--- src/rhpi_pkg.sv ---
`default_nettype none
package rhpi_pkg;
  // ----------------------------------------
  // register byte offsets
  // ----------------------------------------
  localparam logic [7:0] ADDR_CTRL = 8'h00;
  localparam logic [7:0] ADDR_PARAM = 8'h04;
  localparam logic [7:0] ADDR_HOLD = 8'h08;
  localparam logic [7:0] ADDR_AUTO = 8'h0c;
  localparam logic [7:0] ADDR_STAT = 8'h10;
  localparam logic [7:0] ADDR_IDLO = 8'h14;
  localparam logic [7:0] ADDR_IDHI = 8'h18;
  localparam logic [2:0] DATA_WIN = 3'h1;
  // ----------------------------------------
  // field layout and limits
  // ----------------------------------------
  localparam int CTRL_ANT_BIT = 3;
  localparam int CTRL_START_BIT = 8;
  localparam int PARAM_REV_BIT = 8;
  localparam int AUTO_LEN_LSB = 16;
  localparam int IMG_BYTES = 32;
  localparam logic [4:0] LEN_MIN = 5'h01;
  localparam logic [4:0] LEN_MAX = 5'h1d;
  localparam logic [7:0] BSIZE_4 = 8'h04;
  localparam logic [7:0] BSIZE_8 = 8'h08;
  localparam logic [7:0] BSIZE_16 = 8'h10;
  localparam logic [7:0] BSIZE_32 = 8'h20;
  // ----------------------------------------
  // operating modes (command values)
  // ----------------------------------------
  localparam logic [2:0] MODE_UID = 3'h0;
  localparam logic [2:0] MODE_AUTO_RD = 3'h1;
  localparam logic [2:0] MODE_AUTO_WR = 3'h2;
  localparam logic [2:0] MODE_RD = 3'h3;
  localparam logic [2:0] MODE_WR = 3'h4;
  // ----------------------------------------
  // reset values and error codes
  // ----------------------------------------
  localparam logic [7:0] BSIZE_RST = 8'h04;
  localparam logic [15:0] HOLD_RST = 16'h01f4;
  localparam logic [15:0] AUTO_ADDR_RST = 16'h0000;
  localparam logic [4:0] AUTO_LEN_RST = 5'h01;
  localparam logic [7:0] ERR_NONE = 8'h00;
  localparam logic [7:0] ERR_TAG = 8'h01;
  // ----------------------------------------
  // timing
  // ----------------------------------------
  localparam int CLK_PERIOD_NS = 4;
  localparam int MS_NS = 1000000;
  localparam int MS_CYCLES_DFLT = (MS_NS + CLK_PERIOD_NS - 1) / CLK_PERIOD_NS;
  localparam logic [9:0] PULSE_MS = 10'h064;
  localparam logic [9:0] ERR_SHOW_MS = 10'h3e8;
  localparam logic [9:0] FAST_HALF_MS = 10'h032;
  localparam logic [9:0] SLOW_HALF_MS = 10'h1f4;
  typedef enum logic [1:0] {ST_IDLE, ST_BUSY, ST_DONE} rhpi_state_t;
endpackage
`default_nettype wire

--- src/rhpi_led.sv ---
`timescale 1ns/1ps
`default_nettype none
module rhpi_led
  import rhpi_pkg::*;
(
  input wire logic mclk,
  input wire logic rst,
  input wire logic msTick,
  input wire logic tagOn,
  input wire logic okPulse,
  input wire logic errPulse,
  input wire logic antOff,
  input wire logic fault,
  output logic ledGreen,
  output logic ledYellow
);
  logic [9:0] pulseLeft_r;
  logic [9:0] errLeft_r;
  logic [9:0] fastCnt_r;
  logic [9:0] slowCnt_r;
  logic fastPh_r;
  logic slowPh_r;

  // ----------------------------------------
  // blink phases
  // ----------------------------------------
  always_ff @(posedge mclk or posedge rst)
    if (rst)
    begin
      fastCnt_r <= 10'h000;
      fastPh_r <= 1'b0;
    end
    else if (msTick)
    begin
      if (fastCnt_r == FAST_HALF_MS - 10'h001)
      begin
        fastCnt_r <= 10'h000;
        fastPh_r <= ~fastPh_r;
      end
      else
        fastCnt_r <= fastCnt_r + 10'h001;
    end

  always_ff @(posedge mclk or posedge rst)
    if (rst)
    begin
      slowCnt_r <= 10'h000;
      slowPh_r <= 1'b0;
    end
    else if (msTick)
    begin
      if (slowCnt_r == SLOW_HALF_MS - 10'h001)
      begin
        slowCnt_r <= 10'h000;
        slowPh_r <= ~slowPh_r;
      end
      else
        slowCnt_r <= slowCnt_r + 10'h001;
    end

  // ----------------------------------------
  // event stretchers
  // ----------------------------------------
  // a new event restarts its display even mid-flash
  always_ff @(posedge mclk or posedge rst)
    if (rst)
      pulseLeft_r <= 10'h000;
    else if (okPulse)
      pulseLeft_r <= PULSE_MS;
    else if (msTick && pulseLeft_r != 10'h000)
      pulseLeft_r <= pulseLeft_r - 10'h001;

  always_ff @(posedge mclk or posedge rst)
    if (rst)
      errLeft_r <= 10'h000;
    else if (errPulse)
      errLeft_r <= ERR_SHOW_MS;
    else if (msTick && errLeft_r != 10'h000)
      errLeft_r <= errLeft_r - 10'h001;

  // ----------------------------------------
  // indicator drive
  // ----------------------------------------
  always_ff @(posedge mclk or posedge rst)
    if (rst)
    begin
      ledGreen <= 1'b0;
      ledYellow <= 1'b0;
    end
    else if (fault)
    begin
      ledGreen <= fastPh_r;
      ledYellow <= ~fastPh_r;
    end
    else
    begin
      ledGreen <= antOff ? slowPh_r : 1'b1;
      if (errLeft_r != 10'h000)
        ledYellow <= fastPh_r;
      else if (pulseLeft_r != 10'h000)
        ledYellow <= 1'b1;
      else
        ledYellow <= tagOn;
    end
endmodule
`default_nettype wire

--- src/rhpi_top.sv ---
`timescale 1ns/1ps
`default_nettype none
// Function
// - tag data read and written is presented to the master as process data
// - talks to passive iso 15693 tags powered by own antenna field
// - parameters accepted from master at any time, operation keeps running
// - block size accepts only 4, 8, 16 or 32 bytes
// - block size used internally only; tag memory addressed per byte
// - byte order parameter selects normal or reversed order within block
// - normal shows block bytes 3,2,1,0; reversed shows 0,1,2,3
// - serial id, tag present and auto data held for the hold time
// - held id and presence stay after tag leaves until the hold time counted from arrival or from the last completed read runs out
// - hold time has no effect in on-demand read and write modes
// - start address in bytes gives first location for automatic modes
// - automatic modes access configured byte count with no master command
// - tag led pulses on success, flashes fast on failure
// - tag led steady with valid tag, dark otherwise
// - both leds alternate on link error or device fault
// - automatic length counted in bytes, 1 to 29
// - tag present reads 0 without tag, 1 with tag
module rhpi_top
  import rhpi_pkg::*;
#(
  parameter int MS_CYCLES = MS_CYCLES_DFLT
)
(
  input wire logic mclk,
  input wire logic rst,
  input wire logic psel,
  input wire logic penable,
  input wire logic pwrite,
  input wire logic [7:0] paddr,
  input wire logic [31:0] pwdata,
  output logic [31:0] prdata,
  output logic pready,
  output logic pslverr,
  input wire logic tagInField,
  input wire logic tagValid,
  input wire logic [63:0] tag_serial_id,
  output logic tagReq,
  output logic tagWrite,
  output logic [15:0] tagAddr,
  output logic [7:0] tagWrData,
  input wire logic [7:0] tagRdData,
  input wire logic tagDone,
  input wire logic tagFail,
  output logic antennaOn,
  input wire logic linkError,
  input wire logic devFault,
  output logic ledGreen,
  output logic ledYellow
);
  logic [2:0] mode_r;
  logic antOff_r;
  logic start_r;
  logic startPrev_r;
  logic [7:0] bsize_r;
  logic rev_r;
  logic [15:0] holdMs_r;
  logic [15:0] autoAddr_r;
  logic [4:0] autoLen_r;
  logic ack_r;
  logic end_r;
  logic [7:0] err_r;
  logic present_r;
  logic [63:0] uid_r;
  logic dataValid_r;
  logic [15:0] holdLeft_r;
  logic [31:0] msCnt_r;
  logic msTick;
  logic [7:0] dataMem [0:IMG_BYTES-1];
  rhpi_state_t state_r;
  logic [4:0] cnt_r;
  logic [4:0] seqLen_r;
  logic [15:0] seqAddr_r;
  logic okPulse;
  logic errPulse;
  logic apbWr;
  logic dataHit;
  logic [31:0] rdData;
  logic rdErr;
  logic [31:0] laneData;
  logic tagOk;
  logic onDemand;
  logic newTag;
  logic autoTrig;
  logic cmdTrig;
  logic seqStore;
  logic seqLast;
  logic [4:0] cntInc;

  // in normal order the byte position inside a block is mirrored by xor with block mask; reversed order passes it unchanged
  function automatic logic [15:0] mapAddr(input logic [15:0] a);
    mapAddr = rev_r ? a : (a ^ {8'h00, bsize_r - 8'h01});
  endfunction

  // ----------------------------------------
  // apb slave
  // ----------------------------------------
  assign apbWr = psel & penable & pwrite;
  assign dataHit = (paddr[7:5] == DATA_WIN) && (paddr[1:0] == 2'h0);
  assign pready = 1'b1;
  assign pslverr = psel & penable & rdErr;

  genvar l;
  generate
    for (l = 0; l < 4; l++)
    begin : g_lane
      logic [4:0] idx;
      assign idx = {paddr[4:2], 2'(l)};
      // auto read pads past the length and blanks expired data
      assign laneData[8*l +: 8] = (mode_r == MODE_AUTO_RD && (!dataValid_r || idx >= seqLen_r)) ?
                                  8'h00 : dataMem[idx];
    end
  endgenerate

  always_comb
  begin
    rdData = 32'h0000_0000;
    rdErr = 1'b0;
    case (paddr)
      ADDR_CTRL: rdData = {23'h000000, start_r, 4'h0, antOff_r, mode_r};
      ADDR_PARAM: rdData = {23'h000000, rev_r, bsize_r};
      ADDR_HOLD: rdData = {16'h0000, holdMs_r};
      ADDR_AUTO: rdData = {11'h000, autoLen_r, autoAddr_r};
      ADDR_STAT: rdData = {16'h0000, err_r, 4'h0, antOff_r, present_r, end_r, ack_r};
      ADDR_IDLO: rdData = uid_r[31:0];
      ADDR_IDHI: rdData = uid_r[63:32];
      default:
        if (dataHit)
          rdData = laneData;
        else
          rdErr = 1'b1;
    endcase
  end

  // read data is captured in the setup cycle so the access phase never waits
  always_ff @(posedge mclk or posedge rst)
    if (rst)
      prdata <= 32'h0000_0000;
    else if (psel && !penable && !pwrite)
      prdata <= rdData;

  // ----------------------------------------
  // parameter registers
  // ----------------------------------------
  // written any time; a running sequence keeps its latched start address, length and direction
  always_ff @(posedge mclk or posedge rst)
    if (rst)
    begin
      mode_r <= MODE_UID;
      antOff_r <= 1'b0;
      start_r <= 1'b0;
      bsize_r <= BSIZE_RST;
      rev_r <= 1'b0;
      holdMs_r <= HOLD_RST;
      autoAddr_r <= AUTO_ADDR_RST;
      autoLen_r <= AUTO_LEN_RST;
    end
    else if (apbWr)
    begin
      case (paddr)
        ADDR_CTRL:
        begin
          mode_r <= pwdata[2:0];
          antOff_r <= pwdata[CTRL_ANT_BIT];
          start_r <= pwdata[CTRL_START_BIT];
        end
        ADDR_PARAM:
        begin
          rev_r <= pwdata[PARAM_REV_BIT];
          if (pwdata[7:0] == BSIZE_4 || pwdata[7:0] == BSIZE_8 ||
              pwdata[7:0] == BSIZE_16 || pwdata[7:0] == BSIZE_32)
            bsize_r <= pwdata[7:0];
        end
        ADDR_HOLD: holdMs_r <= pwdata[15:0];
        ADDR_AUTO:
        begin
          autoAddr_r <= pwdata[15:0];
          if (pwdata[AUTO_LEN_LSB +: 5] >= LEN_MIN && pwdata[AUTO_LEN_LSB +: 5] <= LEN_MAX)
            autoLen_r <= pwdata[AUTO_LEN_LSB +: 5];
        end
        default: ;
      endcase
    end

  assign antennaOn = ~antOff_r;

  // ----------------------------------------
  // tag presence and hold
  // ----------------------------------------
  assign tagOk = tagInField & tagValid & ~antOff_r;
  assign onDemand = (mode_r == MODE_RD) || (mode_r == MODE_WR);
  assign newTag = tagOk && (!present_r || tag_serial_id != uid_r);

  always_ff @(posedge mclk or posedge rst)
    if (rst)
      msCnt_r <= 32'h0000_0000;
    else if (msTick)
      msCnt_r <= 32'h0000_0000;
    else
      msCnt_r <= msCnt_r + 32'h0000_0001;
  assign msTick = (msCnt_r == 32'(MS_CYCLES - 1));

  always_ff @(posedge mclk or posedge rst)
    if (rst)
      holdLeft_r <= 16'h0000;
    else if (newTag || (seqStore && seqLast))
      holdLeft_r <= holdMs_r;
    else if (msTick && holdLeft_r != 16'h0000)
      holdLeft_r <= holdLeft_r - 16'h0001;

  always_ff @(posedge mclk or posedge rst)
    if (rst)
    begin
      present_r <= 1'b0;
      uid_r <= 64'h0;
    end
    else if (newTag)
    begin
      present_r <= 1'b1;
      uid_r <= tag_serial_id;
    end
    else if (!tagOk && (onDemand || holdLeft_r == 16'h0000))
    begin
      present_r <= 1'b0;
      uid_r <= 64'h0;
    end

  always_ff @(posedge mclk or posedge rst)
    if (rst)
      dataValid_r <= 1'b0;
    else if (seqStore && seqLast)
      dataValid_r <= 1'b1;
    else if (!tagOk && holdLeft_r == 16'h0000)
      dataValid_r <= 1'b0;

  // ----------------------------------------
  // tag access sequencer
  // ----------------------------------------
  assign autoTrig = newTag && (mode_r == MODE_AUTO_RD || mode_r == MODE_AUTO_WR);
  assign cmdTrig = start_r && !startPrev_r && onDemand;
  assign cntInc = cnt_r + 5'h01;
  assign seqLast = (cntInc == seqLen_r);
  assign seqStore = (state_r == ST_BUSY) && tagOk && tagDone && !tagFail && !tagWrite;
  assign tagReq = (state_r == ST_BUSY);
  assign okPulse = (state_r == ST_BUSY) && tagOk && tagDone && !tagFail && seqLast;
  assign errPulse = (state_r == ST_BUSY) && (tagFail || !tagOk);

  always_ff @(posedge mclk or posedge rst)
    if (rst)
      startPrev_r <= 1'b0;
    else
      startPrev_r <= start_r;

  always_ff @(posedge mclk or posedge rst)
    if (rst)
    begin
      state_r <= ST_IDLE;
      cnt_r <= 5'h00;
      seqLen_r <= AUTO_LEN_RST;
      seqAddr_r <= 16'h0000;
      tagWrite <= 1'b0;
      tagAddr <= 16'h0000;
      tagWrData <= 8'h00;
    end
    else
    begin
      case (state_r)
        ST_IDLE:
          if (autoTrig || cmdTrig)
          begin
            state_r <= ST_BUSY;
            cnt_r <= 5'h00;
            seqLen_r <= autoLen_r;
            seqAddr_r <= autoAddr_r;
            tagWrite <= (mode_r == MODE_AUTO_WR) || (mode_r == MODE_WR);
            tagAddr <= mapAddr(autoAddr_r);
            tagWrData <= dataMem[0];
          end
        ST_BUSY:
          if (tagFail || !tagOk)
            state_r <= ST_DONE;
          else if (tagDone)
          begin
            if (seqLast)
              state_r <= ST_DONE;
            else
            begin
              cnt_r <= cntInc;
              tagAddr <= mapAddr(seqAddr_r + {11'h000, cntInc});
              tagWrData <= dataMem[cntInc];
            end
          end
        ST_DONE: state_r <= ST_IDLE;
        default: state_r <= ST_IDLE;
      endcase
    end

  // a tag result wins over any bus write to the data window in the same cycle
  always_ff @(posedge mclk or posedge rst)
    if (rst)
    begin
      for (int i = 0; i < IMG_BYTES; i++)
        dataMem[i] <= 8'h00;
    end
    else if (seqStore)
      dataMem[cnt_r] <= tagRdData;
    else if (apbWr && dataHit)
    begin
      for (int b = 0; b < 4; b++)
        dataMem[{paddr[4:2], 2'(b)}] <= pwdata[8*b +: 8];
    end

  // ----------------------------------------
  // command status
  // ----------------------------------------
  // completion set wins over the clear from a dropped start
  always_ff @(posedge mclk or posedge rst)
    if (rst)
    begin
      ack_r <= 1'b0;
      end_r <= 1'b0;
      err_r <= ERR_NONE;
    end
    else
    begin
      if (cmdTrig)
        ack_r <= 1'b1;
      else if (!start_r)
        ack_r <= 1'b0;
      if (okPulse || errPulse)
        end_r <= 1'b1;
      else if (autoTrig || cmdTrig || (onDemand && !start_r))
        end_r <= 1'b0;
      if (errPulse)
        err_r <= ERR_TAG;
      else if (autoTrig || cmdTrig)
        err_r <= ERR_NONE;
    end

  // ----------------------------------------
  // indicators
  // ----------------------------------------
  rhpi_led u_led (
    .mclk(mclk),
    .rst(rst),
    .msTick(msTick),
    .tagOn(tagOk),
    .okPulse(okPulse),
    .errPulse(errPulse),
    .antOff(antOff_r),
    .fault(linkError | devFault),
    .ledGreen(ledGreen),
    .ledYellow(ledYellow)
  );
endmodule
`default_nettype wire

--- config.mk ---
export PLATFORM = sky130hd
export DESIGN_NAME = rhpi_top
export DESIGN_NICKNAME = d
export VERILOG_FILES = /design/src/rhpi_pkg.sv /design/src/rhpi_led.sv /design/src/rhpi_top.sv
export SDC_FILE = /design/constraint.sdc
export NUM_CORES = 2
export LEC_CHECK = 0
export BUFFER_PORTS_ARGS = -buffer_cell sky130_fd_sc_hd__buf_2
export CORE_MARGIN = 2
export CORE_UTILIZATION = 55
export CTS_CLUSTER_DIAMETER = 50
export DETAILED_ROUTE_END_ITERATION = 10
export GPL_TIMING_DRIVEN = 1
export PLACE_DENSITY = 0.73
export RECOVER_POWER = 25
export SLEW_MARGIN = 30
export SYNTH_ARGS = -nofsm -noshare
export SYNTH_HDL_FRONTEND = slang
export SYNTH_SLANG_ARGS = --single-unit
--- constraint.sdc ---
create_clock -name mclk -period 20.6 [get_ports mclk]
set_input_delay 2.06 -clock mclk [delete_from_list [all_inputs] [get_ports mclk]]
set_output_delay 2.06 -clock mclk [all_outputs]
set_load 0.05 [all_outputs]
=== After elaboration in Yosys (flattened, before gate mapping) ===
Index checks and enable logic that the tools add are counted.

* Reductions and logical operators: 85
* $add $sub $neg: 9
* Multiply operators: 0
* Divide/modulo/power cells: 0
* Magnitude comparators: 17
* Equal/unequal tests: 28
* Shift-type cells: 0
* Bitwise logic cells: 17
* Mux-type cells: 88

{| class="wikitable"
|+ Operator list
! operator !! count
|-
| $bwmux 256 || 5
|-
| $mux 256 || 2
|-
| $pmux 32 s7 || 1
|-
| $bmux 8 s5 || 5
|-
| $demux 8 s5 || 5
|-
| $mux 8 || 25
|-
| $mux 16 || 8
|-
| $mux 64 || 2
|-
| $mux 32 || 2
|-
| $ne 64x64->1 || 1
|-
| $mux 10 || 6
|-
| $ge 6x6->1 const B || 6
|-
| $not 5->6 || 6
|-
| $add 32x1->32 const B || 1
|-
| $eq 32x18->1 const B || 1
|-
| $eq 8x5->1 const B || 4
|-
| $pmux 16 s2 || 1
|-
| $xor 16x8->16 || 2
|-
| $logic_and 1x1->1 || 31
|-
| $lt 6x1->1 const B || 5
|-
| $eq 8x4->1 const B || 3
|-
| $add 10x1->10 const B || 2
|-
| $ge 5x5->1 || 4
|-
| $mux 5 || 4
|-
| other kinds (39) || 112
|}

* Bits in writable memories: 0
* Output and inout port bits: 63
* ROM bits: 0
* Latch bits: 0
* Memories: 0
* Word-level logic and storage cells: 309
* Register bits: 561

=== Logic depth before layout (Yosys ltp) ===
* Word-level depth: 11
* Depth in mapped cells: 16
* Mapped depth without buffers: 11

=== Cells and area by module ===
From an unflattened synthesis, not the netlist that was laid out.

* Cells, all modules: 2735
* Area total of the unflattened synthesis: 31064.8 um2

{| class="wikitable"
|+ By module, submodules not included
! module !! cells an instance !! instances !! area an instance (um2)
|-
| rhpi_top || 2519 || 1 || 28807.6
|-
| rhpi_led || 216 || 1 || 2257.2
|}

=== Least setup slack after synthesis ===
No wires, ideal clock.

* Path kind: input-to-output
* Start point: input port paddr[2]
* End point: output port pslverr
* Stages on the path: 5
* Arrival time: 3391 ps
* Required time: 18540 ps
* Slack: 15149 ps
* Buffers on the path: 2
* Path through: buf_2 buf_1 nand3_1 nand2_1 and4_1

* Cells in the longest elaborated chain, start to end: 4

{| class="wikitable"
|+ Ends and longest elaborated chain
! element !! RTL line !! source
|-
| start: declaration || rhpi_top.sv:32 || <nowiki>input wire logic [7:0] paddr,</nowiki>
|-
| $eq 8x4->1, or another cell as far along || rhpi_top.sv:121 || <nowiki>case (paddr)</nowiki>
|-
| $reduce_or 7->1 (no source line) * || n/a ||
|-
| $mux 1 * || rhpi_top.sv:121 ||
|-
| $and 1x1->1 * || rhpi_top.sv:103 || <nowiki>assign pslverr = psel & penable & rdErr;</nowiki>
|-
| end: declaration || rhpi_top.sv:36 || <nowiki>output logic pslverr,</nowiki>
|}

Mark *: on every way between the ends. The rest lies on a longest branch, timed or not.

==> flow_summary.yaml <==
timing:
  setup_viol: 0
  slew_violations: 249
  worst_pin_slew_ns: 5.686
  fin_tns_setup_ns: 0
  period_share_pct: 40.86
  max_freq_mhz: 118.8
  hold_viol_final: 0
  rsz0062_at_grt: "false"
  slew_headroom_pct: -281.2
  period_minus_slack_ns: 8.417
  finClkSkew_ns: 0.02829
setup_path:
  setup.worst_path.start_class: "primary input"
  required_ns: 20.46
  critical_path.slowest_cell: "clkinvlp_2"
  r2r_setup_slack_ns: 16.18
  worstSetupPathType: "in -> async"
  rr_startpoint: "cnt_r[0]"
  worstPathArrival_ns: 8.28
  cp_cell_sequence: "buf_2 -> clkinvlp_2 -> clkbuf_1"
  max_stage_delay_ns: 3.12
  cp_num_buf_inv: 3
  r2r_cells: 8
  critical-path-top-delay-family: "buffers and inverters"
  end_kind: "async pin"
  r2r_end: "tagWrData[0]"
  crit_fanout: 130
pwr:
  power.switching_w: 0.0007234
  pwr-share-seq_pct: 43.7
  ir_drop_mv: 0.07657
  sw_frac_of_total_pct: 26.86
  combPwrFrac_pct: 9.6
  power_density_nw_per_um2: 78.86
  p_leak_nw: 14.89
  clockPowerShare_pct: 46.7
  p_int_w: 0.001970
placement:
  port_buffers: 184
  dp_hpwl_um: 81100
  dpl-instance-area_um2: 31770
  gp_congestion: 1.041
cells_and_area:
  design_area_um2: 34160
  nNetsFinal: 3115
  fillerInstances: 4418
  area_delta_synth_final_pct: 12.45
  drive_gt1_share_pct: 22.22
  multi_input_area_um2: 15490
  ff_latch_area_um2: 13880
  final_util_pct: 62.24
clocking:
  clk_latency_ns: 0.64
  cts_tree: "yes"
  cts_hold_buf: 0
  cts.clk_slew.worst_paths_ns: 0.06
  cts.sinks: 554
  cts_resized: 0
  cts_max_path_buffers: 3
  cts_max_level: 3
  cts_setup_buffers: 0
  cts_buffers: 68
  clock-root-buffer: "clkbuf_16"
floorplan:
  core_um2: 54880
  dieArea_um2: 57120
  die_x_um: 239.0
  io_pins: 186
  rows: 86
  die_h_um: 239.0
  initial_utilization_pct: 55.35
drt:
  initialDrtViolationCount: 3672
  viasPerCell: 7.051
  drtPass1Iterations: 7
  drc: 0
  drtAntennaViolNets: 0
  num_vias: 26320
  wire_per_inst_um: 31.08
  finalWirelength_um: 116000
hold_path:
  whs_endpoint: "msCnt_r[0]"
  min_from: "msCnt_r[0]"
  hold_path_class: "reg -> reg"
  worstHoldPathCells: 1
global_routing:
  grt_max_degree: 162
  grt_first_pass_wirelength_um: 168100
  antenna_found_initial: 10
  grtUsageTotal_pct: 40.55
  grt_pass1_vias: 25460
  grt.overflow.total: 0
yosys:
  yosysWarnings: 0
  synth.area.top_cells: "dfrtp_1 45%, mux4_2 11%, a22oi_1 6.1%, a21oi_1 5.2%, nor2_1 4.8%"
  synth_top_area_share_pct: 44.90
  synth_seq_cells: 554
  yosysUniqueCellTypes: 78
  synthArstFlopShare_pct: 100.0
  yosysTopAreaCell: "dfrtp_1"
  synth_area_um2: 30370
  synth_edf_count: 0
  synth_ff_type: "dfrtp_1"
  syn_inst: 2892
  synth_nets: 3037
  syn_avg_cell_area_um2: 10.50
  ys_seq_area_share_pct: 45.68
job:
  cap_violations: 3
run_status:
  status: "finished, violations left"
  violations: "capacitance limit, slew limit"
## worst max-delay path by stage
stage,startpoint,endpoint,depth (start not counted)
5_1_grt,rst,tagAddr[1],3
3_3_place_gp,paddr[4],pslverr,6
3_5_place_dp,paddr[4],pslverr,6
2_1_floorplan,rst,ack_r,1
4_1_cts,paddr[4],pslverr,6
6_report,rst,dataMem[244],3
## cell usage in the layout (no fill, tap or decap), drive strengths merged, types with 11 or more instances in the layout
master	n
dfrtp	545
nor2	391
a21oi	319
a22oi	248
buf	228
nand2	174
mux4	145
mux2	140
clkbuf	98
xnor2	95
a22o	68
inv	61
xor2	55
o21ai	52
nand3	35
nor3	34
a222oi	27
nor4	27
and3	26
nand4	23
ha	21
and2	20
nand2b	16
nor2b	15
clkinv	12
a31oi	11
## power by group through the flow
stage	Sequential (W)	Combinational, W	Clock [W]
after floorplan	0.00121	0.000135	0
after global placement	0.00119	0.000248	0
after detailed placement	0.00119	0.000253	0
after CTS	0.00117	0.000254	0.00126
after global routing	0.00118	0.000273	0.00131
final	0.00118	0.000260	0.00126
## layout make-up
| type | count | share of cell area [%] |
|---|---|---|
| multi-input combinational | 2057 | 45.35 |
| timing repair buffer | 235 | 3.934 |
| sequential | 554 | 40.63 |
| inverter | 54 | 0.5971 |
| antenna | 4 | 0.02931 |
| tap | 704 | 2.579 |
| clock buffer | 91 | 5.652 |
| clock inverter | 33 | 1.220 |
## registers in the layout, summed over array words and instances, names as in the netlist, 8 cells and up
signal             cells
prdata                32
tagWrData              8
holdLeft_r            16
dataMem              256
holdMs_r              16
seqAddr_r             16
uid_r                 64
u_led.slowCnt_r       10
msCnt_r               32
u_led.pulseLeft_r     10
tagAddr               16
autoAddr_r            16
bsize_r                8
u_led.errLeft_r       10
u_led.fastCnt_r       10
## cells by family (layout without fill, tap and decap cells)
| family | Yosys count | in the layout | share of synthesized area (%) |
|---|---|---|---|
| and+or+nand+nor | 805 | 805 | 11.99 |
| AOI/OAI and AO/OA | 788 | 788 | 17.09 |
| DFF | 554 | 554 | 45.68 |
| muxes | 291 | 291 | 16.26 |
| buffers and inverters | 281 | 413 | 3.654 |
| xor gates and xnor gates | 150 | 150 | 4.375 |
| adders and majority gates | 22 | 22 | 0.9310 |
| other | 1 | 5 | 0.01235 |
## synth_stat cells (all sizes together) (4+ instances only)
cell and count:
dfrtp 545, nor2 391, a21oi 319, a22oi 248, nand2 174, clkbuf 154
mux4 145, mux2 140, xnor2 95, buf 73, a22o 68, xor2 55
inv 53, o21ai 52, nand3 35, nor3 34, a222oi 27, nor4 27
and3 26, nand4 23, ha 21, and2 20, nand2b 16, nor2b 15
a31oi 11, a221o 10, or3 10, dfstp 9, nor4b 8, or4 7
mux2i 6, o211ai 6, a41oi 5, nor3b 5, o31ai 5, a21o 4
o22ai 4
## metrics by stage
| stage | cells | total power, W | setup WS (ns) | hold WS (ns) |
|---|---|---|---|---|
| finish | 3732 | 0.002693 | 12.18 | 0.4667 |
| global route | 3731 | 0.002759 | 10.84 | 0.4793 |
| CTS | 3725 | 0.002690 | 14.74 | 0.4670 |
| detailed placement | 3601 | 0.001445 | 14.75 | 0.4596 |
| global placement | 3600 | 0.001439 | 14.78 | 0.4480 |
| floorplan | 2892 | 0.001341 | 3.064 | 0.4227 |
## per-layer routing
metal  vias up  track usage, %  share of wire [%]
met5         -               0              0.077
met4        10           27.69                8.1
met3       445           12.78                 13
met2      1999           60.02                 44
met1     12970           50.99                 35
li1      10890               -                  -
Power figures use the tool's default switching activity.
